<file path="src/ifi_defs.svh">
/*
 * constants of the input filter and interrupt unit: register offsets,
 * field positions, reset values and timing counts.
 * assumes a 100 MHz clock and synchronous, active-low reset.
 */
`ifndef IFI_DEFS_SVH
`define IFI_DEFS_SVH

`define IFI_CLK_MHZ        100
`define IFI_MS_CYCLES      (`IFI_CLK_MHZ * 1000)
// later words filter at about half the constant
`define IFI_LATE_DIV       2
// interrupt-path glitch filter: 0.1 ms, well inside 0.3 ms response
`define IFI_IRQ_FILT_US    100
`define IFI_IRQ_FILT_CYC   (`IFI_IRQ_FILT_US * `IFI_CLK_MHZ)

// register offsets (word index)
`define IFI_REG_CTRL       8'h00
`define IFI_REG_MODE       8'h01
`define IFI_REG_STATUS     8'h02
`define IFI_REG_CLEAR      8'h03
`define IFI_REG_ENABLE     8'h04
`define IFI_REG_QUICK      8'h05
`define IFI_REG_IN0        8'h06
`define IFI_REG_IN1        8'h07
`define IFI_REG_SETV0      8'h10
`define IFI_REG_CNT0       8'h14
`define IFI_REG_KNOB0      8'hfa
`define IFI_REG_KNOB1      8'hfb

// control fields
`define IFI_CTRL_TC_LSB    0
`define IFI_CTRL_BIG_BIT   4
`define IFI_CTRL_RESET     16'h0000

`define IFI_KNOB_MAX       8'hc8
`endif

</file>
<file path="src/ifi_pkg.sv">
/*
 * types of the input filter and interrupt unit.
 * assumes nothing beyond the constants header.
 */
package ifi_pkg;
   typedef enum logic {
      IFI_MODE_DIRECT,
      IFI_MODE_COUNT
   } ifi_mode_t;
   typedef logic [15:0] ifi_word_t;
endpackage

</file>
<file path="src/ifi_unit.sv">
/*
 * input conditioning for a small controller: debounce of two input
 * words, four interrupt inputs with direct or count mode, quick-response
 * pulse latches, and two knob words as BCD.
 * assumes synchronous field inputs, a scan pulse from the core, and a
 * plain register port with read data one cycle after the strobe.
 */
// Local design decision: strobed register access.
`timescale 1ns/1ps
`include "ifi_defs.svh"

module ifi_unit
   import ifi_pkg::*;
(
   // clock and reset
   input  wire logic        clk,
   input  wire logic        rst_n,
   // field inputs and scan
   input  wire logic [11:0] in_word0,
   input  wire logic [11:0] in_word1,
   input  wire logic        scan_start,
   // knob samples, binary 0..255
   input  wire logic [7:0]  knob0_raw,
   input  wire logic [7:0]  knob1_raw,
   // register port
   input  wire logic [7:0]  reg_addr,
   input  wire logic [15:0] reg_wdata,
   input  wire logic        reg_wr,
   input  wire logic        reg_rd,
   output logic      [15:0] reg_rdata,
   // interrupt
   output logic             irq
);

   localparam int NIRQ = 4;

   // register file
   logic [15:0]     ctrl_q;
   logic [NIRQ-1:0] mode_q;
   logic [NIRQ-1:0] status_q;
   logic [NIRQ-1:0] enable_q;
   logic [NIRQ-1:0] quick_q;
   logic [15:0]     setv_q [NIRQ];
   logic [15:0]     cnt_q  [NIRQ];
   logic [15:0]     knob0_q;
   logic [15:0]     knob1_q;
   logic [7:0]      knob0_seen_q;
   logic [7:0]      knob1_seen_q;

   // debounce state
   logic [11:0] filt0_q;
   logic [11:0] filt1_q;
   logic [23:0] db0_cnt_q [12];
   logic [23:0] db1_cnt_q [12];
   logic [24:0] db_limit;
   logic [23:0] db_lim0;
   logic [23:0] db_lim1;

   // interrupt path state
   logic [NIRQ-1:0] ip_filt_q;
   logic [NIRQ-1:0] ip_prev_q;
   logic [13:0]     ip_cnt_q [NIRQ];
   logic [NIRQ-1:0] irq_event;
   logic [NIRQ-1:0] active_mask;
   logic [NIRQ-1:0] rise;
   logic            wr_clear;

   // debounce limit from the selected constant, 1 ms << code
   assign db_limit = 25'(`IFI_MS_CYCLES) << ctrl_q[`IFI_CTRL_TC_LSB +: 3];
   assign db_lim0  = 24'(db_limit);
   // later words settle faster, as the slow scan path does
   assign db_lim1  = 24'(db_limit / `IFI_LATE_DIV);

   // small variant exposes only bits 3 and 4
   assign active_mask = ctrl_q[`IFI_CTRL_BIG_BIT] ? 4'hf : 4'h3;
   assign rise        = ip_filt_q & ~ip_prev_q;
   assign wr_clear    = reg_wr && reg_addr == `IFI_REG_CLEAR;

   // per-bit debounce of both words; output follows after a stable run
   for (genvar b = 0; b < 12; b++) begin : g_db
      always_ff @(posedge clk) begin
         if (!rst_n) begin
            db0_cnt_q[b] <= 24'h000000;
            db1_cnt_q[b] <= 24'h000000;
            filt0_q[b]   <= 1'b0;
            filt1_q[b]   <= 1'b0;
         end else begin
            // word 000: settles in limit cycles, total within +0.5 ms
            if (in_word0[b] == filt0_q[b]) begin
               db0_cnt_q[b] <= 24'h000000;
            end else if (db0_cnt_q[b] >= db_lim0 - 24'h000001) begin
               filt0_q[b]   <= in_word0[b];
               db0_cnt_q[b] <= 24'h000000;
            end else begin
               db0_cnt_q[b] <= db0_cnt_q[b] + 24'h000001;
            end
            if (in_word1[b] == filt1_q[b]) begin
               db1_cnt_q[b] <= 24'h000000;
            end else if (db1_cnt_q[b] >= db_lim1 - 24'h000001) begin
               filt1_q[b]   <= in_word1[b];
               db1_cnt_q[b] <= 24'h000000;
            end else begin
               db1_cnt_q[b] <= db1_cnt_q[b] + 24'h000001;
            end
         end
      end
   end

   // interrupt terminals 3..6: short filter, own edge, own counter
   for (genvar i = 0; i < NIRQ; i++) begin : g_irq
      // 0.1 ms glitch filter keeps response under 0.3 ms and passes
      // 1 kHz pulses, which last 0.5 ms per level
      always_ff @(posedge clk) begin
         if (!rst_n) begin
            ip_cnt_q[i]  <= 14'h0000;
            ip_filt_q[i] <= 1'b0;
         end else if (in_word0[3+i] == ip_filt_q[i]) begin
            ip_cnt_q[i] <= 14'h0000;
         end else if (ip_cnt_q[i] == 14'(`IFI_IRQ_FILT_CYC - 1)) begin
            ip_filt_q[i] <= in_word0[3+i];
            ip_cnt_q[i]  <= 14'h0000;
         end else begin
            ip_cnt_q[i] <= ip_cnt_q[i] + 14'h0001;
         end
      end

      // mode select per input
      always_comb begin
         irq_event[i] = 1'b0;
         if (active_mask[i] && rise[i]) begin
            if (ifi_mode_t'(mode_q[i]) == IFI_MODE_DIRECT) begin
               irq_event[i] = 1'b1; // immediate, scan-independent
            end else begin
               // 16-bit compare; set value 0 fires on every pulse
               irq_event[i] = cnt_q[i] + 16'h0001 >= setv_q[i];
            end
         end
      end

      // counting mode: count rising edges, restart after each hit
      always_ff @(posedge clk) begin
         if (!rst_n) begin
            cnt_q[i] <= 16'h0000;
         end else if (ifi_mode_t'(mode_q[i]) == IFI_MODE_DIRECT) begin
            cnt_q[i] <= 16'h0000;
         end else if (active_mask[i] && rise[i]) begin
            if (irq_event[i]) begin
               cnt_q[i] <= 16'h0000;
            end else begin
               cnt_q[i] <= cnt_q[i] + 16'h0001;
            end
         end
      end

      // quick-response latch: held until the scan that reads it; a
      // pulse arriving on the scan edge itself is kept
      always_ff @(posedge clk) begin
         if (!rst_n) begin
            quick_q[i] <= 1'b0;
         end else if (active_mask[i] && rise[i]) begin
            quick_q[i] <= 1'b1;
         end else if (scan_start) begin
            quick_q[i] <= 1'b0;
         end
      end

      // sticky status; set wins over a clear in the same cycle
      always_ff @(posedge clk) begin
         if (!rst_n) begin
            status_q[i] <= 1'b0;
         end else if (irq_event[i]) begin
            status_q[i] <= 1'b1;
         end else if (wr_clear && reg_wdata[i]) begin
            status_q[i] <= 1'b0;
         end
      end
   end

   // edge history of the filtered interrupt inputs
   always_ff @(posedge clk) begin
      if (!rst_n) begin
         ip_prev_q <= 4'h0;
      end else begin
         ip_prev_q <= ip_filt_q;
      end
   end

   // binary to BCD, clamped to 200
   function automatic logic [15:0] to_bcd(input logic [7:0] v);
      logic [7:0] c;
      logic [3:0] h;
      logic [7:0] r;
      c = (v > `IFI_KNOB_MAX) ? `IFI_KNOB_MAX : v;
      h = (c >= 8'hc8) ? 4'h2 : (c >= 8'h64) ? 4'h1 : 4'h0;
      // widen the hundreds digit first: 2 * 100 does not fit in 7 bits
      r = c - 8'(h) * 8'h64;
      to_bcd = {4'h0, h, 4'(r / 8'h0a), 4'(r % 8'h0a)};
   endfunction

   // knob words refresh only when the knob moves
   always_ff @(posedge clk) begin
      if (!rst_n) begin
         knob0_seen_q <= 8'h00;
         knob1_seen_q <= 8'h00;
         knob0_q      <= 16'h0000;
         knob1_q      <= 16'h0000;
      end else begin
         if (knob0_raw != knob0_seen_q) begin
            knob0_seen_q <= knob0_raw;
            knob0_q      <= to_bcd(knob0_raw);
         end
         if (knob1_raw != knob1_seen_q) begin
            knob1_seen_q <= knob1_raw;
            knob1_q      <= to_bcd(knob1_raw);
         end
      end
   end

   // software-written configuration
   always_ff @(posedge clk) begin
      if (!rst_n) begin
         ctrl_q   <= `IFI_CTRL_RESET;
         mode_q   <= 4'h0;
         enable_q <= 4'h0;
      end else if (reg_wr) begin
         unique case (reg_addr)
            `IFI_REG_CTRL:   ctrl_q   <= reg_wdata;
            `IFI_REG_MODE:   mode_q   <= reg_wdata[3:0];
            `IFI_REG_ENABLE: enable_q <= reg_wdata[3:0];
            default: ;
         endcase
      end
   end

   // set values, one word per input
   for (genvar s = 0; s < NIRQ; s++) begin : g_setv
      always_ff @(posedge clk) begin
         if (!rst_n) begin
            setv_q[s] <= 16'h0000;
         end else if (reg_wr && reg_addr == `IFI_REG_SETV0 + 8'(s)) begin
            setv_q[s] <= reg_wdata;
         end
      end
   end

   // read data one cycle after the strobe; unmapped reads give zero.
   // bits not set to interrupt use read as plain inputs
   always_ff @(posedge clk) begin
      if (!rst_n) begin
         reg_rdata <= 16'h0000;
      end else if (reg_rd) begin
         if (reg_addr == `IFI_REG_CTRL)        reg_rdata <= ctrl_q;
         else if (reg_addr == `IFI_REG_MODE)   reg_rdata <= {12'h000, mode_q};
         else if (reg_addr == `IFI_REG_STATUS) reg_rdata <= {12'h000, status_q};
         else if (reg_addr == `IFI_REG_ENABLE) reg_rdata <= {12'h000, enable_q};
         else if (reg_addr == `IFI_REG_QUICK)  reg_rdata <= {12'h000, quick_q};
         else if (reg_addr == `IFI_REG_IN0)    reg_rdata <= {4'h0, filt0_q};
         else if (reg_addr == `IFI_REG_IN1)    reg_rdata <= {4'h0, filt1_q};
         else if (reg_addr >= `IFI_REG_SETV0 && reg_addr < `IFI_REG_SETV0 + 8'h04)
            reg_rdata <= setv_q[2'(reg_addr)];
         else if (reg_addr >= `IFI_REG_CNT0 && reg_addr < `IFI_REG_CNT0 + 8'h04)
            reg_rdata <= cnt_q[2'(reg_addr)];
         else if (reg_addr == `IFI_REG_KNOB0)  reg_rdata <= knob0_q;
         else if (reg_addr == `IFI_REG_KNOB1)  reg_rdata <= knob1_q;
         else reg_rdata <= 16'h0000;
      end else begin
         reg_rdata <= 16'h0000;
      end
   end

   // level interrupt, registered; the refresh spacing is software's job
   always_ff @(posedge clk) begin
      if (!rst_n) begin
         irq <= 1'b0;
      end else begin
         irq <= |(status_q & enable_q);
      end
   end

endmodule

</file>
<file path="config.mk">
export PLATFORM = sky130hd
export DESIGN_NAME = ifi_unit
export DESIGN_NICKNAME = d
export VERILOG_FILES = /design/src/ifi_pkg.sv /design/src/ifi_unit.sv
export VERILOG_INCLUDE_DIRS = /design/src
export SDC_FILE = /design/constraint.sdc
export NUM_CORES = 2
export LEC_CHECK = 0
export ABC_AREA = 1
export BUFFER_PORTS_ARGS = -buffer_cell sky130_fd_sc_hd__clkbuf_2
export CAP_MARGIN = 40
export CORE_MARGIN = 3
export CORE_UTILIZATION = 70
export CTS_BUF_LIST = sky130_fd_sc_hd__clkbuf_4 sky130_fd_sc_hd__clkbuf_8 sky130_fd_sc_hd__clkbuf_16
export DETAILED_ROUTE_END_ITERATION = 16
export GPL_TIMING_DRIVEN = 0
export PLACE_DENSITY = 0.88
export SYNTH_ARGS = -nofsm -noshare
export SYNTH_HDL_FRONTEND = slang
export SYNTH_SLANG_ARGS = --single-unit
</file>
<file path="constraint.sdc">
create_clock -name clk -period 9 [get_ports clk]
set_input_delay 1.35 -clock clk [delete_from_list [all_inputs] [get_ports clk]]
set_output_delay 1.35 -clock clk [all_outputs]
set_load 0.05 [all_outputs]
</file>
==> qor.yml <==
global_route:
  overflow: 0
  grt_antenna_before_repair: 4
  grt_first_pass_wirelength_mm: 250
  grt_use_total_pct: 36.6
  first_global_vias: 50200
  grt_max_degree: 21
cells_and_area:
  area_delta_synth_final_pct: 14.7
  final_util_pct: 81.5
  fin_area_um2: 66100
  drive_above_1_share_pct: 5.37
  num-nets-final: 8172
  instances_no_fill: 8659
placement:
  dp_cells: 8476
  placedInstanceArea_um2: 62700
  place_hpwl_mm: 115
  io_buffers: 85
  dp_slack_ps: 2790
  place.gp.congestion: 0.996
critical_path:
  cp_max_fo: 14
  path_cells: "inv_1 > ha_1 > or2_2 > buf_12 > o22ai_1 > nand2_1 > nor2_1 > nand2_1 > xor2_4 > buf_16 > ha_1 > a21o_1 > a31oi_1 > o211ai_1 > a21o_1 > a21oi_1 > o21ai_0 > nand3b_1 > clkbuf_1 > nor3_1"
  critical_path_class: "reg2reg"
  critPathMaxStageDelay_ps: 840
  arrival_ps: 7010
  slowest_stage: "xor2_4"
  endpoint_kind: "flip-flop"
  critPathTopFamily: "simple AND/OR/NAND/NOR gates"
  crit_buf_inv: 4
  worst_setup_path_start_kind: "flip-flop"
  required_ps: 9440
detailed_routing:
  ant_nets: 0
  dr.pass1.iters: 8
  vias: 50900
  drt_iter0_drc: 5122
  wl_mm: 159
  drc: 0
  avgViaCountPerCell: 5.88
  wire_per_inst_um: 18.4
timing:
  setup_ws_ps: 2420
  hold_viol_final: 0
  max-slew-margin-rel_pct: 30.3
  setup_viol: 0
  skew_ps: 32.5
  maxSlewViolCount: 0
  fmax_mhz: 152
  period_share_pct: 73.1
  tightest_slew_ps: 1040
  fin_crit_ps: 6580
  rsz0062_at_grt: "false"
cts:
  numCtsBuffers: 95
  clock_latency_ps: 670
  tritoncts: "done"
  root_buffer: "clkbuf_16"
  post_cts_buffers: 0
  cts_hold_buffers: 0
  cts_buffer_depth: 3
  clock_sinks: 877
  cts_resized: 0
  path_clk_slew_ps: 70
  h-tree-depth: 3
synthesis:
  ys_types: 65
  synth_warnings: 0
  synth.avg_cell_area_um2: 8.66
  yosysSeqAreaShare_pct: 43.7
  synth_area_um2: 57600
  synthCells: 6654
  ys.flop_type: "edfxtp_1"
  ys_ff_latch: 877
  synth-edff-count: 760
  synthArstFlopShare_pct: 0
die:
  initial_core_util_pct: 71.1
  io_pins: 86
  core_area_um2: 81100
  die_h_um: 293
  die_x_um: 293
  fp.dieArea_um2: 85800
  rows: 104
pwr:
  max-vdd-ir-drop_mv: 0.160
  powerDensity_nw_per_um2: 156
  leakagePower_nw: 29.3
flow_run:
  cap_violations: 0
hold_path:
  min_path_type: "reg2reg"
run_status:
  status: "finished clean"
## worst paths after layout
path / cells past startpoint / startpoint / slack (ps) / end
max: 20 / ctrl_q[0]$_SDFFE_PN0P_ / 2420 / db0_cnt_q[0][84]$_SDFFCE_PN0P_
min: 2 / ip_filt_q[1]$_SDFFE_PN0P_ / 430 / ip_prev_q[1]$_SDFF_PN0_
max reg2reg: 20 / ctrl_q[0]$_SDFFE_PN0P_ / 2420 / db0_cnt_q[0][84]$_SDFFCE_PN0P_
min reg2reg: 2 / ip_filt_q[1]$_SDFFE_PN0P_ / 430 / ip_prev_q[1]$_SDFF_PN0_
## synth_stat cells, types with 42 or more instances
master	n	area, um^2
nand2_1	996	3740
nor2_1	963	3610
inv_1	945	3550
edfxtp_1	760	22800
ha_1	584	7310
a21oi_1	387	1940
nand3_1	282	1410
nor3_1	246	1230
xor2_1	183	1600
nor3b_1	170	1280
o21ai_0	149	746
nand4_1	145	907
dfxtp_1	117	2340
xnor2_1	97	850
clkbuf_1	88	330
nor4_1	51	319
a211oi_1	45	338
a21o_1	45	338
a31oi_1	42	263
## through the flow
step	hold slack, ps	power, mW	setup TNS (ps)
6_report	431	10.3	0
3_5_place_dp	420	6.12	0
5_1_grt	476	10.7	0
3_3_place_gp	409	6.02	-1899240
2_1_floorplan	407	5.76	0
4_1_cts	434	10.3	0
## kinds of logic (layout without fill, tap and decap cells)
kind of cell / count (synthesis) / count (layout) / share of synthesized area [%]
simple gates: 2959 / 2959 / 22.9
buf+inv: 1054 / 1367 / 6.88
compound gates: 895 / 895 / 9.41
flops: 877 / 877 / 43.7
fa+ha+maj: 587 / 587 / 12.8
xor+xnor: 281 / 281 / 4.30
other cells: 1 / 633 / 0.00651
## worst register-to-register path: cells and delay by family (launching register included)
family / cells / cell delay (ps)
simple gates: 6 / 1950
flops: 1 / 590
compound gates: 7 / 1250
xor+xnor: 1 / 840
fa+ha+maj: 2 / 560
buf+inv: 4 / 1150
## cells in the final DEF (no fill, tap or decap), drive strengths merged, types with 13 or more instances in the layout
cell / synthesis / routed
nand4: 145 / 145
o22ai: 28 / 28
conb: 1 / 632
xnor2: 97 / 97
o31ai: 19 / 19
inv: 950 / 959
dfxtp: 117 / 117
o2111ai: 17 / 17
nor3b: 170 / 170
bufinv: 0 / 13
a211oi: 45 / 45
clkbuf: 88 / 298
nor3: 247 / 247
buf: 12 / 59
xor2: 184 / 184
a21o: 45 / 45
edfxtp: 760 / 760
or2: 34 / 34
nor4: 51 / 51
ha: 584 / 584
a221oi: 22 / 22
and3: 16 / 16
o21ai: 159 / 159
nor2: 966 / 966
a31oi: 42 / 42
o21a: 24 / 24
o211ai: 29 / 29
a21oi: 389 / 389
a2111oi: 15 / 15
nand2: 1021 / 1021
nand3: 286 / 286
o221ai: 16 / 16
clkinv: 4 / 35
## state kept, by name (all words and copies together) (netlist names), 16 cells and up
| name | count |
|---|---|
| setv_q | 64 |
| db1_cnt_q | 288 |
| db0_cnt_q | 288 |
| cnt_q | 64 |
| reg_rdata | 16 |
| ctrl_q | 16 |
| ip_cnt_q | 56 |
## layer usage
layer / global-route usage (%) / share of wire [%] / vias to the layer above
li1: - / - / 24000
met1: 44.8 / 37 / 23700
met2: 60.2 / 46 / 2484
met3: 7.73 / 11 / 770
met4: 21.6 / 6.7 / 4
met5: 0 / 0.016 / -
## report_power, final
part	switching (mW)	leakage (nW)	internal, mW
clock	1.73	1.70	2.52
combinational	0.808	18.8	0.430
sequential	0.210	8.86	4.65
## layout make-up
class                   count  area (um^2)
diodes                      1         2.50
repair buffers            134         1240
flip-flops and latches    877        25200
clock buffers             124         2720
multi-input cells        5354        31000
well taps                1060         1330
inverters                 954         3580
fillers                  5012        15000
plain buffers             100          380
clock inverters            55          669
Power figures use the tool's default switching activity.
